<file path="src/hw/cle_defs.svh">
/*
  Constants for the character display instruction engine.
  Assumes a 125 MHz system clock; times are in nanoseconds.
*/
// What this block does
// - Clear writes space to all display RAM, zeroes counter, sets increment.
// - Return home zeroes counter and cancels display shift, RAM kept.
// - Entry direction steps counter up or down by one per RAM access.
// - Auto-shift moves display only on display RAM writes, per direction.
// - Display control sets display, cursor and blink enables; data kept.
// - Blink alternates the cursor cell between all lit and its character.
// - Shift moves cursor with counter step, or display with counter kept.
// - In two-line mode the cursor passes from position 40 to line two.
// - Display shift applies to every line, each rotating in its range.
// - Bus width bit picks 8-bit bus or 4-bit bus with two transfers.
// - Line and font bits pick 1/8, 1/11 or 1/16 duty format.
// - Pattern address instruction loads 6 bits and selects pattern RAM.
// - Display address instruction loads 7 bits and selects display RAM.
// - Display addresses are 00H-4FH, or 00H-27H and 40H-67H.
// - Data write stores the byte in the selected RAM, 37 us.
// - Data read returns a byte from the selected RAM, 37 us.
// - Codes with high nibble zero use pattern RAM, bit 3 ignored.
// - Pattern bit one lights its pixel, zero leaves it dark.
// - At power-on the device clears and loads defaults while busy.
// - Read without prior address set gives one invalid first value.
// - Counter holds RAM address and steps by one per access.
`ifndef CLE_DEFS_SVH
`define CLE_DEFS_SVH
`define CLE_CLK_NS 8
`define CLE_T_SHORT_NS 37000
`define CLE_T_LONG_NS 1520000
`define CLE_T_POR_NS 40000000
`define CLE_T_BLINK_NS 400000000
`define CLE_SPACE 8'h20
`define CLE_DD_CELLS 80
`define CLE_CG_CELLS 64
`define CLE_LINE_LEN 7'h28
`define CLE_ONE_LAST 7'h4F
`define CLE_L1_LAST 7'h27
`define CLE_L2_FIRST 7'h40
`define CLE_L2_LAST 7'h67
`define CLE_CFG_RST 8'h82
`define CLE_DUTY_8 2'h0
`define CLE_DUTY_11 2'h1
`define CLE_DUTY_16 2'h2
`define CLE_B_DD 7
`define CLE_B_CG 6
`define CLE_B_FN 5
`define CLE_B_SH 4
`define CLE_B_DC 3
`define CLE_B_EM 2
`define CLE_B_HM 1
`define CLE_B_CL 0
`define CLE_B_DL 4
`define CLE_B_N 3
`define CLE_B_F 2
`define CLE_B_D 2
`define CLE_B_C 1
`define CLE_B_B 0
`define CLE_B_SC 3
`define CLE_B_RL 2
`define CLE_B_ID 1
`define CLE_B_S 0
`endif

</file>
<file path="src/hw/cle_pkg.sv">
/*
  Types for the character display instruction engine.
  Assumes nothing beyond a SystemVerilog compiler.
*/
package cle_pkg;
  typedef enum {
    CLE_CMD_NONE, CLE_CMD_CLEAR, CLE_CMD_HOME, CLE_CMD_ENTRY,
    CLE_CMD_DISP, CLE_CMD_SHIFT, CLE_CMD_FUNC, CLE_CMD_CGADDR,
    CLE_CMD_DDADDR, CLE_CMD_WRDATA, CLE_CMD_RDDATA, CLE_CMD_STATUS
  } cle_cmd_e;
  typedef enum {CLE_ST_IDLE, CLE_ST_EXEC} cle_state_e;
  typedef struct packed {
    logic bus8;
    logic two_line;
    logic font;
    logic disp_on;
    logic cursor_on;
    logic blink_on;
    logic inc;
    logic auto_shift;
  } cle_cfg_s;
  typedef struct packed {
    logic [7:0] code;
    logic from_pattern;
    logic cursor_here;
    logic [4:0] pixels;
  } cle_cell_s;
endpackage

</file>
<file path="src/hw/cle_engine.sv">
/*
  Instruction engine of a character display controller: decoder,
  address counter, display and pattern RAM, shift, busy timing.
  Assumes host strobes synchronous to i_clk_sys and a scan driver
  that asks for one cell at a time.
*/
// The placing of the registers and the address-and-strobe port were decided locally.
`timescale 1ns/10ps
`default_nettype none
`include "cle_defs.svh"
module cle_engine #(
  parameter int unsigned SHORT_CYC = (`CLE_T_SHORT_NS + `CLE_CLK_NS - 1) / `CLE_CLK_NS,
  parameter int unsigned LONG_CYC = (`CLE_T_LONG_NS + `CLE_CLK_NS - 1) / `CLE_CLK_NS,
  parameter int unsigned POR_CYC = (`CLE_T_POR_NS + `CLE_CLK_NS - 1) / `CLE_CLK_NS,
  parameter int unsigned BLINK_CYC = `CLE_T_BLINK_NS / `CLE_CLK_NS
) (
  input wire logic i_clk_sys,
  input wire logic i_rst_n,
  input wire logic i_reg_select,
  input wire logic i_wr,
  input wire logic i_rd,
  input wire logic [7:0] i_wdata,
  output logic [7:0] o_rdata,
  output logic o_busy_flag,
  output cle_pkg::cle_cfg_s o_cfg,
  output logic [1:0] o_duty,
  input wire logic i_scan_line,
  input wire logic [6:0] i_scan_col,
  input wire logic [3:0] i_scan_row,
  output cle_pkg::cle_cell_s o_cell
);
  import cle_pkg::*;

  logic [7:0] dram [`CLE_DD_CELLS];
  logic [7:0] pram [`CLE_CG_CELLS];
  cle_state_e state;
  cle_cmd_e cmd;
  logic [31:0] busy_cnt;
  logic [6:0] ac;
  logic [6:0] ac_new;
  logic cg_sel;
  logic [6:0] ofs;
  logic fill_on;
  logic [6:0] fill_idx;
  logic phase;
  logic [3:0] hold_nib;
  logic [3:0] lo_nib;
  logic [7:0] rd_latch;
  logic [7:0] byte_in;
  logic [7:0] rd_word;
  logic wr_done;
  logic rd_first;
  logic go;
  logic [6:0] line_len;
  logic [6:0] wr_idx;
  logic [31:0] blink_cnt;
  logic blink_ph;

  // Invalid addresses map past the array so they never alias a cell
  function automatic logic [6:0] dd_idx(input logic [6:0] a, input logic two);
    if (two) begin
      if (a[5:0] > `CLE_L1_LAST) begin
        dd_idx = 7'(`CLE_DD_CELLS);
      end else if (a[6]) begin
        dd_idx = 7'({1'b0, a[5:0]} + `CLE_LINE_LEN);
      end else begin
        dd_idx = a;
      end
    end else begin
      dd_idx = (a <= `CLE_ONE_LAST) ? a : 7'(`CLE_DD_CELLS);
    end
  endfunction

  function automatic logic [6:0] dd_step(input logic [6:0] a, input logic up, input logic two);
    if (two && up) begin
      dd_step = (a == `CLE_L1_LAST) ? `CLE_L2_FIRST :
                (a == `CLE_L2_LAST) ? 7'h00 : 7'(a + 7'h01);
    end else if (two) begin
      dd_step = (a == 7'h00) ? `CLE_L2_LAST :
                (a == `CLE_L2_FIRST) ? `CLE_L1_LAST : 7'(a - 7'h01);
    end else if (up) begin
      dd_step = (a == `CLE_ONE_LAST) ? 7'h00 : 7'(a + 7'h01);
    end else begin
      dd_step = (a == 7'h00) ? `CLE_ONE_LAST : 7'(a - 7'h01);
    end
  endfunction

  function automatic logic [7:0] dd_read(input logic [6:0] i);
    dd_read = (i < 7'(`CLE_DD_CELLS)) ? dram[i] : 8'h00;
  endfunction

  // Byte assembly: high nibble held, low nibble completes the byte
  assign byte_in = o_cfg.bus8 ? i_wdata : {hold_nib, i_wdata[7:4]};
  assign wr_done = i_wr & (o_cfg.bus8 | phase);
  assign rd_first = i_rd & (o_cfg.bus8 | ~phase);
  assign line_len = o_cfg.two_line ? `CLE_LINE_LEN : 7'(`CLE_DD_CELLS);
  assign wr_idx = dd_idx(ac, o_cfg.two_line);
  assign rd_word = i_reg_select ? rd_latch : {o_busy_flag, ac};

  always_comb begin
    cmd = CLE_CMD_NONE;
    if (i_reg_select) begin
      if (wr_done) begin
        cmd = CLE_CMD_WRDATA;
      end else if (rd_first) begin
        cmd = CLE_CMD_RDDATA;
      end
    end else if (rd_first) begin
      cmd = CLE_CMD_STATUS;
    end else if (wr_done) begin
      if (byte_in[`CLE_B_DD]) begin
        cmd = CLE_CMD_DDADDR;
      end else if (byte_in[`CLE_B_CG]) begin
        cmd = CLE_CMD_CGADDR;
      end else if (byte_in[`CLE_B_FN]) begin
        cmd = CLE_CMD_FUNC;
      end else if (byte_in[`CLE_B_SH]) begin
        cmd = CLE_CMD_SHIFT;
      end else if (byte_in[`CLE_B_DC]) begin
        cmd = CLE_CMD_DISP;
      end else if (byte_in[`CLE_B_EM]) begin
        cmd = CLE_CMD_ENTRY;
      end else if (byte_in[`CLE_B_HM]) begin
        cmd = CLE_CMD_HOME;
      end else if (byte_in[`CLE_B_CL]) begin
        cmd = CLE_CMD_CLEAR;
      end
    end
  end

  // Busy refuses every instruction but the status read
  assign go = (cmd != CLE_CMD_NONE) && (cmd != CLE_CMD_STATUS) && (state == CLE_ST_IDLE);

  always_comb begin
    ac_new = ac;
    case (cmd)
      CLE_CMD_CLEAR, CLE_CMD_HOME: begin
        ac_new = 7'h00;
      end
      CLE_CMD_DDADDR: begin
        ac_new = byte_in[6:0];
      end
      CLE_CMD_CGADDR: begin
        ac_new = {1'b0, byte_in[5:0]};
      end
      CLE_CMD_SHIFT: begin
        if (!byte_in[`CLE_B_SC]) begin
          ac_new = dd_step(ac, byte_in[`CLE_B_RL], o_cfg.two_line);
        end
      end
      CLE_CMD_WRDATA, CLE_CMD_RDDATA: begin
        if (cg_sel) begin
          ac_new = {1'b0, o_cfg.inc ? 6'(ac[5:0] + 6'h01) : 6'(ac[5:0] - 6'h01)};
        end else begin
          ac_new = dd_step(ac, o_cfg.inc, o_cfg.two_line);
        end
      end
      default: begin
      end
    endcase
  end

  // Busy timer; the reset itself stands for the power-on initialisation
  always_ff @(posedge i_clk_sys or negedge i_rst_n) begin
    if (!i_rst_n) begin
      state <= CLE_ST_EXEC;
      busy_cnt <= 32'(POR_CYC - 1);
      o_busy_flag <= 1'b1;
    end else begin
      case (state)
        CLE_ST_IDLE: begin
          if (go) begin
            state <= CLE_ST_EXEC;
            o_busy_flag <= 1'b1;
            if (cmd == CLE_CMD_CLEAR || cmd == CLE_CMD_HOME) begin
              busy_cnt <= 32'(LONG_CYC - 1);
            end else begin
              busy_cnt <= 32'(SHORT_CYC - 1);
            end
          end
        end
        CLE_ST_EXEC: begin
          if (busy_cnt == 32'h0) begin
            state <= CLE_ST_IDLE;
            o_busy_flag <= 1'b0;
          end else begin
            busy_cnt <= busy_cnt - 32'h1;
          end
        end
        default: begin
          state <= CLE_ST_IDLE;
        end
      endcase
    end
  end

  always_ff @(posedge i_clk_sys or negedge i_rst_n) begin
    if (!i_rst_n) begin
      o_cfg <= `CLE_CFG_RST;
      o_duty <= `CLE_DUTY_8;
    end else if (go) begin
      case (cmd)
        CLE_CMD_CLEAR: begin
          o_cfg.inc <= 1'b1;
        end
        CLE_CMD_ENTRY: begin
          o_cfg.inc <= byte_in[`CLE_B_ID];
          o_cfg.auto_shift <= byte_in[`CLE_B_S];
        end
        CLE_CMD_DISP: begin
          o_cfg.disp_on <= byte_in[`CLE_B_D];
          o_cfg.cursor_on <= byte_in[`CLE_B_C];
          o_cfg.blink_on <= byte_in[`CLE_B_B];
        end
        CLE_CMD_FUNC: begin
          o_cfg.bus8 <= byte_in[`CLE_B_DL];
          o_cfg.two_line <= byte_in[`CLE_B_N];
          o_cfg.font <= byte_in[`CLE_B_F];
          if (byte_in[`CLE_B_N]) begin
            o_duty <= `CLE_DUTY_16;
          end else if (byte_in[`CLE_B_F]) begin
            o_duty <= `CLE_DUTY_11;
          end else begin
            o_duty <= `CLE_DUTY_8;
          end
        end
        default: begin
        end
      endcase
    end
  end

  always_ff @(posedge i_clk_sys or negedge i_rst_n) begin
    if (!i_rst_n) begin
      ac <= 7'h00;
      cg_sel <= 1'b0;
    end else if (go) begin
      ac <= ac_new;
      if (cmd == CLE_CMD_CGADDR) begin
        cg_sel <= 1'b1;
      end else if (cmd == CLE_CMD_DDADDR || cmd == CLE_CMD_CLEAR || cmd == CLE_CMD_HOME) begin
        cg_sel <= 1'b0;
      end
    end
  end

  // One offset serves all lines, so each line rotates in its own range
  always_ff @(posedge i_clk_sys or negedge i_rst_n) begin
    if (!i_rst_n) begin
      ofs <= 7'h00;
    end else if (go) begin
      if (cmd == CLE_CMD_CLEAR || cmd == CLE_CMD_HOME || cmd == CLE_CMD_FUNC) begin
        ofs <= 7'h00;
      end else if ((cmd == CLE_CMD_SHIFT && byte_in[`CLE_B_SC] && !byte_in[`CLE_B_RL]) ||
                   (cmd == CLE_CMD_WRDATA && !cg_sel && o_cfg.auto_shift && o_cfg.inc)) begin
        ofs <= (ofs >= 7'(line_len - 7'h01)) ? 7'h00 : 7'(ofs + 7'h01);
      end else if ((cmd == CLE_CMD_SHIFT && byte_in[`CLE_B_SC]) ||
                   (cmd == CLE_CMD_WRDATA && !cg_sel && o_cfg.auto_shift)) begin
        ofs <= (ofs == 7'h00) ? 7'(line_len - 7'h01) : 7'(ofs - 7'h01);
      end
    end
  end

  // Clear fills one cell a cycle, well inside its busy time
  always_ff @(posedge i_clk_sys or negedge i_rst_n) begin
    if (!i_rst_n) begin
      fill_on <= 1'b0;
      fill_idx <= 7'h00;
    end else if (go && cmd == CLE_CMD_CLEAR) begin
      fill_on <= 1'b1;
      fill_idx <= 7'h00;
    end else if (fill_on) begin
      fill_on <= (fill_idx != 7'(`CLE_DD_CELLS - 1));
      fill_idx <= 7'(fill_idx + 7'h01);
    end
  end

  generate
    for (genvar g = 0; g < `CLE_DD_CELLS; g++) begin : g_dd
      always_ff @(posedge i_clk_sys or negedge i_rst_n) begin
        if (!i_rst_n) begin
          dram[g] <= `CLE_SPACE;
        end else if (fill_on && fill_idx == 7'(g)) begin
          dram[g] <= `CLE_SPACE;
        end else if (go && cmd == CLE_CMD_WRDATA && !cg_sel && wr_idx == 7'(g)) begin
          dram[g] <= byte_in;
        end
      end
    end
    for (genvar p = 0; p < `CLE_CG_CELLS; p++) begin : g_cg
      always_ff @(posedge i_clk_sys or negedge i_rst_n) begin
        if (!i_rst_n) begin
          pram[p] <= 8'h00;
        end else if (go && cmd == CLE_CMD_WRDATA && cg_sel && ac[5:0] == 6'(p)) begin
          pram[p] <= byte_in;
        end
      end
    end
  endgenerate

  // Read data come from a prefetch register, so an unprimed first read is stale
  always_ff @(posedge i_clk_sys or negedge i_rst_n) begin
    if (!i_rst_n) begin
      rd_latch <= 8'h00;
    end else if (go) begin
      if (cmd == CLE_CMD_CGADDR || (cmd == CLE_CMD_RDDATA && cg_sel)) begin
        rd_latch <= pram[ac_new[5:0]];
      end else if (cmd == CLE_CMD_DDADDR || cmd == CLE_CMD_RDDATA ||
                   (cmd == CLE_CMD_SHIFT && !byte_in[`CLE_B_SC])) begin
        rd_latch <= dd_read(dd_idx(ac_new, o_cfg.two_line));
      end
    end
  end

  always_ff @(posedge i_clk_sys or negedge i_rst_n) begin
    if (!i_rst_n) begin
      phase <= 1'b0;
      hold_nib <= 4'h0;
    end else begin
      if (o_cfg.bus8) begin
        phase <= 1'b0;
      end else if (i_wr || i_rd) begin
        phase <= ~phase;
      end
      if (i_wr && !phase) begin
        hold_nib <= i_wdata[7:4];
      end
    end
  end

  always_ff @(posedge i_clk_sys or negedge i_rst_n) begin
    if (!i_rst_n) begin
      o_rdata <= 8'h00;
      lo_nib <= 4'h0;
    end else if (rd_first) begin
      o_rdata <= o_cfg.bus8 ? rd_word : {rd_word[7:4], 4'h0};
      lo_nib <= rd_word[3:0];
    end else if (i_rd) begin
      o_rdata <= {lo_nib, 4'h0};
    end
  end

  always_ff @(posedge i_clk_sys or negedge i_rst_n) begin
    if (!i_rst_n) begin
      blink_cnt <= 32'h0;
      blink_ph <= 1'b0;
    end else if (blink_cnt == 32'(BLINK_CYC - 1)) begin
      blink_cnt <= 32'h0;
      blink_ph <= ~blink_ph;
    end else begin
      blink_cnt <= blink_cnt + 32'h1;
    end
  end

  // Scan lookup; glyphs from the character ROM lie outside this block
  logic [7:0] scan_sum;
  logic [6:0] cell_idx;
  logic [7:0] cell_code;
  logic [5:0] pat_idx;
  logic at_cursor;
  always_comb begin
    scan_sum = 8'({1'b0, i_scan_col} + {1'b0, ofs});
    if (scan_sum >= {1'b0, line_len}) begin
      scan_sum = 8'(scan_sum - {1'b0, line_len});
    end
    cell_idx = (o_cfg.two_line && i_scan_line) ? 7'(scan_sum[6:0] + `CLE_LINE_LEN) : scan_sum[6:0];
    cell_code = dd_read(cell_idx);
    pat_idx = o_cfg.font ? {cell_code[2:1], i_scan_row} : {cell_code[2:0], i_scan_row[2:0]};
    at_cursor = (cell_idx == wr_idx);
  end

  always_ff @(posedge i_clk_sys or negedge i_rst_n) begin
    if (!i_rst_n) begin
      o_cell <= '0;
    end else begin
      o_cell.code <= cell_code;
      o_cell.from_pattern <= (cell_code[7:4] == 4'h0);
      o_cell.cursor_here <= o_cfg.cursor_on && at_cursor;
      if (!o_cfg.disp_on) begin
        o_cell.pixels <= 5'h00;
      end else if (o_cfg.blink_on && blink_ph && at_cursor) begin
        o_cell.pixels <= 5'h1F;
      end else if (cell_code[7:4] == 4'h0) begin
        o_cell.pixels <= pram[pat_idx][4:0];
      end else begin
        o_cell.pixels <= 5'h00;
      end
    end
  end
endmodule
`default_nettype wire

</file>
<file path="config.mk">
export PLATFORM = sky130hd
export DESIGN_NAME = cle_engine
export DESIGN_NICKNAME = d
export VERILOG_FILES = /design/src/hw/cle_pkg.sv /design/src/hw/cle_engine.sv
export VERILOG_INCLUDE_DIRS = /design/src /design/src/hw
export SDC_FILE = /design/constraint.sdc
export NUM_CORES = 2
export LEC_CHECK = 0
export BUFFER_PORTS_ARGS = -buffer_cell sky130_fd_sc_hd__buf_2
export CORE_MARGIN = 2
export CORE_UTILIZATION = 58
export CTS_CLUSTER_DIAMETER = 120
export DETAILED_ROUTE_END_ITERATION = 12
export HOLD_SLACK_MARGIN = 0.08
export PLACE_DENSITY = 0.77
export SYNTH_ARGS = -nofsm -noshare
export SYNTH_HDL_FRONTEND = slang
export SYNTH_SLANG_ARGS = --single-unit
</file>
<file path="constraint.sdc">
create_clock -name i_clk_sys -period 6.6 [get_ports i_clk_sys]
set_clock_uncertainty 0.15 [all_clocks]
set_input_delay 1.98 -clock i_clk_sys [delete_from_list [all_inputs] [get_ports i_clk_sys]]
set_output_delay 1.98 -clock i_clk_sys [all_outputs]
set_load 0.1 [all_outputs]
</file>
==> flow_metrics.env <==
export IMPL_reg2reg_depth=23
export IMPL_die_h_um=356
export IMPL_synth_cell_types=106
export IMPL_path_clk_slew_ns=0.06
export IMPL_drt_iter0_drc=12222
export IMPL_pwr_share_clk_pct=16.1
export IMPL_slew_violations=0
export IMPL_die_w_um=356
export IMPL_grt_met1_usage_pct=59.6
export IMPL_viasPerCell=7.10
export IMPL_timing_final_ws_setup_ns=-0.333
export IMPL_required_ns=7.11
export IMPL_grtUsageTotal_pct=45.7
export IMPL_peakVddDrop_uv=835
export IMPL_yosysSeqAreaShare_pct=45.1
export IMPL_cp_end_kind="flip-flop"
export IMPL_synth_largest_area_cell="dfrtp_1"
export IMPL_fin_crit_ns=6.93
export IMPL_pwr_share_seq_pct=17.4
export IMPL_antenna_found_initial=28
export IMPL_cellPowerDensity_nw_per_um2=623
export IMPL_finalPower_uw=52400
export IMPL_wl_per_cell_um=29.3
export IMPL_criticalPathCategory="input port to flip-flop"
export IMPL_synthesis_nets=7970
export IMPL_fmax_ghz=0.144
export IMPL_grt_use_met3_pct=22.6
export IMPL_ys_seq_elements=1290
export IMPL_pin_count=59
export IMPL_endpoint="o_cell[1]"
export IMPL_cts_sinks=1290
export IMPL_root_buffer="clkbuf_16"
export IMPL_coreArea_um2=123000
export IMPL_power_frac_comb_pct=66.5
export IMPL_grt_pass1_vias=66441
export IMPL_num_rows=129
export IMPL_grt_busiest_layer="met2"
export IMPL_internal_power_uw=25700
export IMPL_leakagePower_uw=0.0347
export IMPL_r2r_start="o_cfg[7]"
export IMPL_crit_path_top_delay_cell="or3_4"
export IMPL_num_nets_final=8292
export IMPL_cts_buffers=141
export IMPL_grt_ovfl_total=0
export IMPL_die_area_um2=127000
export IMPL_tns_ns=-1.64
export IMPL_fin_cells=9999
export IMPL_synth_area_leaders="dfrtp_1 42%, mux4_2 8.3%, nor2_1 7.3%"
export IMPL_yosysTopAreaCellShare_pct=41.6
export IMPL_fill_cells=9383
export IMPL_p_switching_uw=26700
export IMPL_rsz0062_at_grt="true"
export IMPL_clockBufferDepth=3
export IMPL_grt_max_degree=147
export IMPL_maxCapViolations=0
export IMPL_cp_start_kind="input port"
export IMPL_htreeDepth=4
export IMPL_tightestPinTransition_ns=1.27
export IMPL_synth_ff_type="dfrtp_1"
export IMPL_gp_congestion=1.08
export IMPL_critPathMaxFanout=5
export IMPL_ant_nets=0
export IMPL_clock_insertion_delay_worst_skew_ns=0.81
export IMPL_routed_wirelength_um=293000
export IMPL_syn_inst=7909
export IMPL_setup_viol=8
export IMPL_min_period_over_period_pct=105
export IMPL_status="complete, but fails checks"
export IMPL_drc=0
export IMPL_area_growth_pct=17.0
export IMPL_start_util_pct=58.2
export IMPL_hold_buffers=0
export IMPL_fin_util_pct=68.1
export IMPL_synth_warnings=0
export IMPL_hold_path_class="flip-flop to flip-flop"
export IMPL_first_pass_iters=10
export IMPL_pre_cts_ws_ns=-1.39
export IMPL_layout_drive_gt1_share_pct=19.4
export IMPL_critPathLaunch="i_scan_col[0]"
export IMPL_hold_viol=0
export IMPL_sw_frac_of_total_pct=51.0
export IMPL_netlist_area_um2=71800
export IMPL_synth_edff_count=0
export IMPL_placedCellCount=9692
export IMPL_syn_area_per_cell_um2=9.08
export IMPL_r2r_slack_ns=0.13
export IMPL_hpwl_um=199000
export IMPL_cts_tree="yes"
export IMPL_max_stage_delay_ns=0.45
export IMPL_r2r_end="rd_latch[0]"
export IMPL_portBuffers=58
export IMPL_grt_first_pass_wirelength_um=434000
export IMPL_violations="setup timing"
export IMPL_cp_arrival_ns=7.44
export IMPL_synthArstFlopShare_pct=100
export IMPL_relSlewSlack_pct=15.2
export IMPL_routed_via_count=71030
export IMPL_use_met2_pct=61.9
==> worst min path at each step <==
stage / startpoint / end / slack (ns) / cells past startpoint
final: blink_cnt[31] / blink_cnt[31] / 0.33 / 1
after global routing: blink_cnt[31] / blink_cnt[31] / 0.34 / 1
after CTS: blink_cnt[31] / blink_cnt[31] / 0.33 / 1
after detailed placement: blink_cnt[31] / blink_cnt[31] / 0.32 / 1
after global placement: pram[358] / pram[358] / 0.31 / 2
after floorplan: blink_ph / blink_ph / 0.29 / 1
==> per-layer routing <==
metal,up-vias,part of all wire (%)
met5,-,0.13
li1,29363,-
met1,34445,35
met3,1410,17
met2,5788,40
met4,24,6.9
==> power groups by stage <==
| stage | combinational, µW | sequential [µW] | clock (µW) |
|---|---|---|---|
| floorplan | 15400 | 9320 | 0 |
| global route | 34900 | 9160 | 8740 |
| global placement | 30800 | 9170 | 0 |
| finish | 34800 | 9120 | 8440 |
| detailed placement | 31000 | 9210 | 0 |
| CTS | 31800 | 9070 | 8430 |
==> state kept, by name, indices dropped and copies added (netlist names) <==
register / cells
dram: 640
pram: 512
blink_cnt: 32
busy_cnt: 32
o_cell: 15
o_cfg: 8
o_rdata: 8
rd_latch: 8
ac: 7
fill_idx: 7
ofs: 7
hold_nib: 4
lo_nib: 4
blink_ph: 1
cg_sel: 1
fill_on: 1
o_busy_flag: 1
o_duty: 1
phase: 1
==> layout make-up <==
type	instances	area (µm²)	share of cell area, %
Sequential cell	1290	32400	38.6
Antenna cell	17	42.5	0.0506
Multi-Input combinational cell	5906	37400	44.5
Timing Repair Buffer	837	7030	8.36
Clock buffer	205	4190	4.99
Tap cell	1637	2050	2.44
Clock inverter	52	722	0.859
Inverter	55	209	0.249
==> timing repair <==
item,in CTS,in global routing
pin swaps,32,33
setup endpoints to repair,9,14
gates cloned,2,2
setup buffers,14,17
resized for setup,41,55
==> through the flow <==
step / hold WS (ns) / instance area, µm²
floorplan: 0.292 / 72200
global placement: 0.311 / 78300
detailed placement: 0.317 / 78300
CTS: 0.329 / 83600
global route: 0.341 / 84000
finish: 0.329 / 84000
==> cell families (layout without fill, tap and decap cells) <==
group | Yosys count | after routing | synth area share, %
AO/OA/AOI/OAI | 2142 | 2143 | 19.8
XOR/XNOR | 75 | 75 | 0.915
adder cells (fa/ha/maj) | 36 | 36 | 0.648
buffers and inverters | 715 | 1149 | 4.05
flip-flops | 1290 | 1290 | 45.1
multiplexers | 440 | 440 | 10.8
other | 0 | 17 | 0
AND/OR/NAND/NOR | 3211 | 3212 | 18.7
==> cells in the mapped netlist, types with 69 or more instances <==
library cell     n
a211oi_1       557
a21oi_1        582
a311oi_1        87
a31oi_1         81
and3_1          78
buf_2          107
clkbuf_1       480
dfrtp_1       1194
dfstp_2         96
mux2i_1        149
mux4_2         265
nand2_1       1095
nand3_1        362
nor2_1        1391
nor3_1          69
o21ai_0        362
==> layout by cell type (no fill, tap or decap), drive strengths merged, types with 59 or more instances in the layout <==
| cell type | instances |
|---|---|
| nor2 | 1393 |
| dfrtp | 1194 |
| nand2 | 1098 |
| buf | 835 |
| a21oi | 583 |
| a211oi | 560 |
| o21ai | 380 |
| nand3 | 362 |
| mux4 | 265 |
| clkbuf | 207 |
| mux2i | 151 |
| dfstp | 96 |
| a311oi | 87 |
| a31oi | 83 |
| and3 | 78 |
| nor3 | 72 |
| inv | 59 |
==> worst max-delay path: cells and delay by family <==
kind	cells	cell delay (ns)
muxes	3	0.72
and+or+nand+nor	6	1.10
AOI/OAI and AO/OA	10	1.85
xor gates and xnor gates	1	0.18
adders and majority gates	4	1.06
buffers and inverters	4	0.53
No activity file was read; power rests on OpenSTA's default activity.
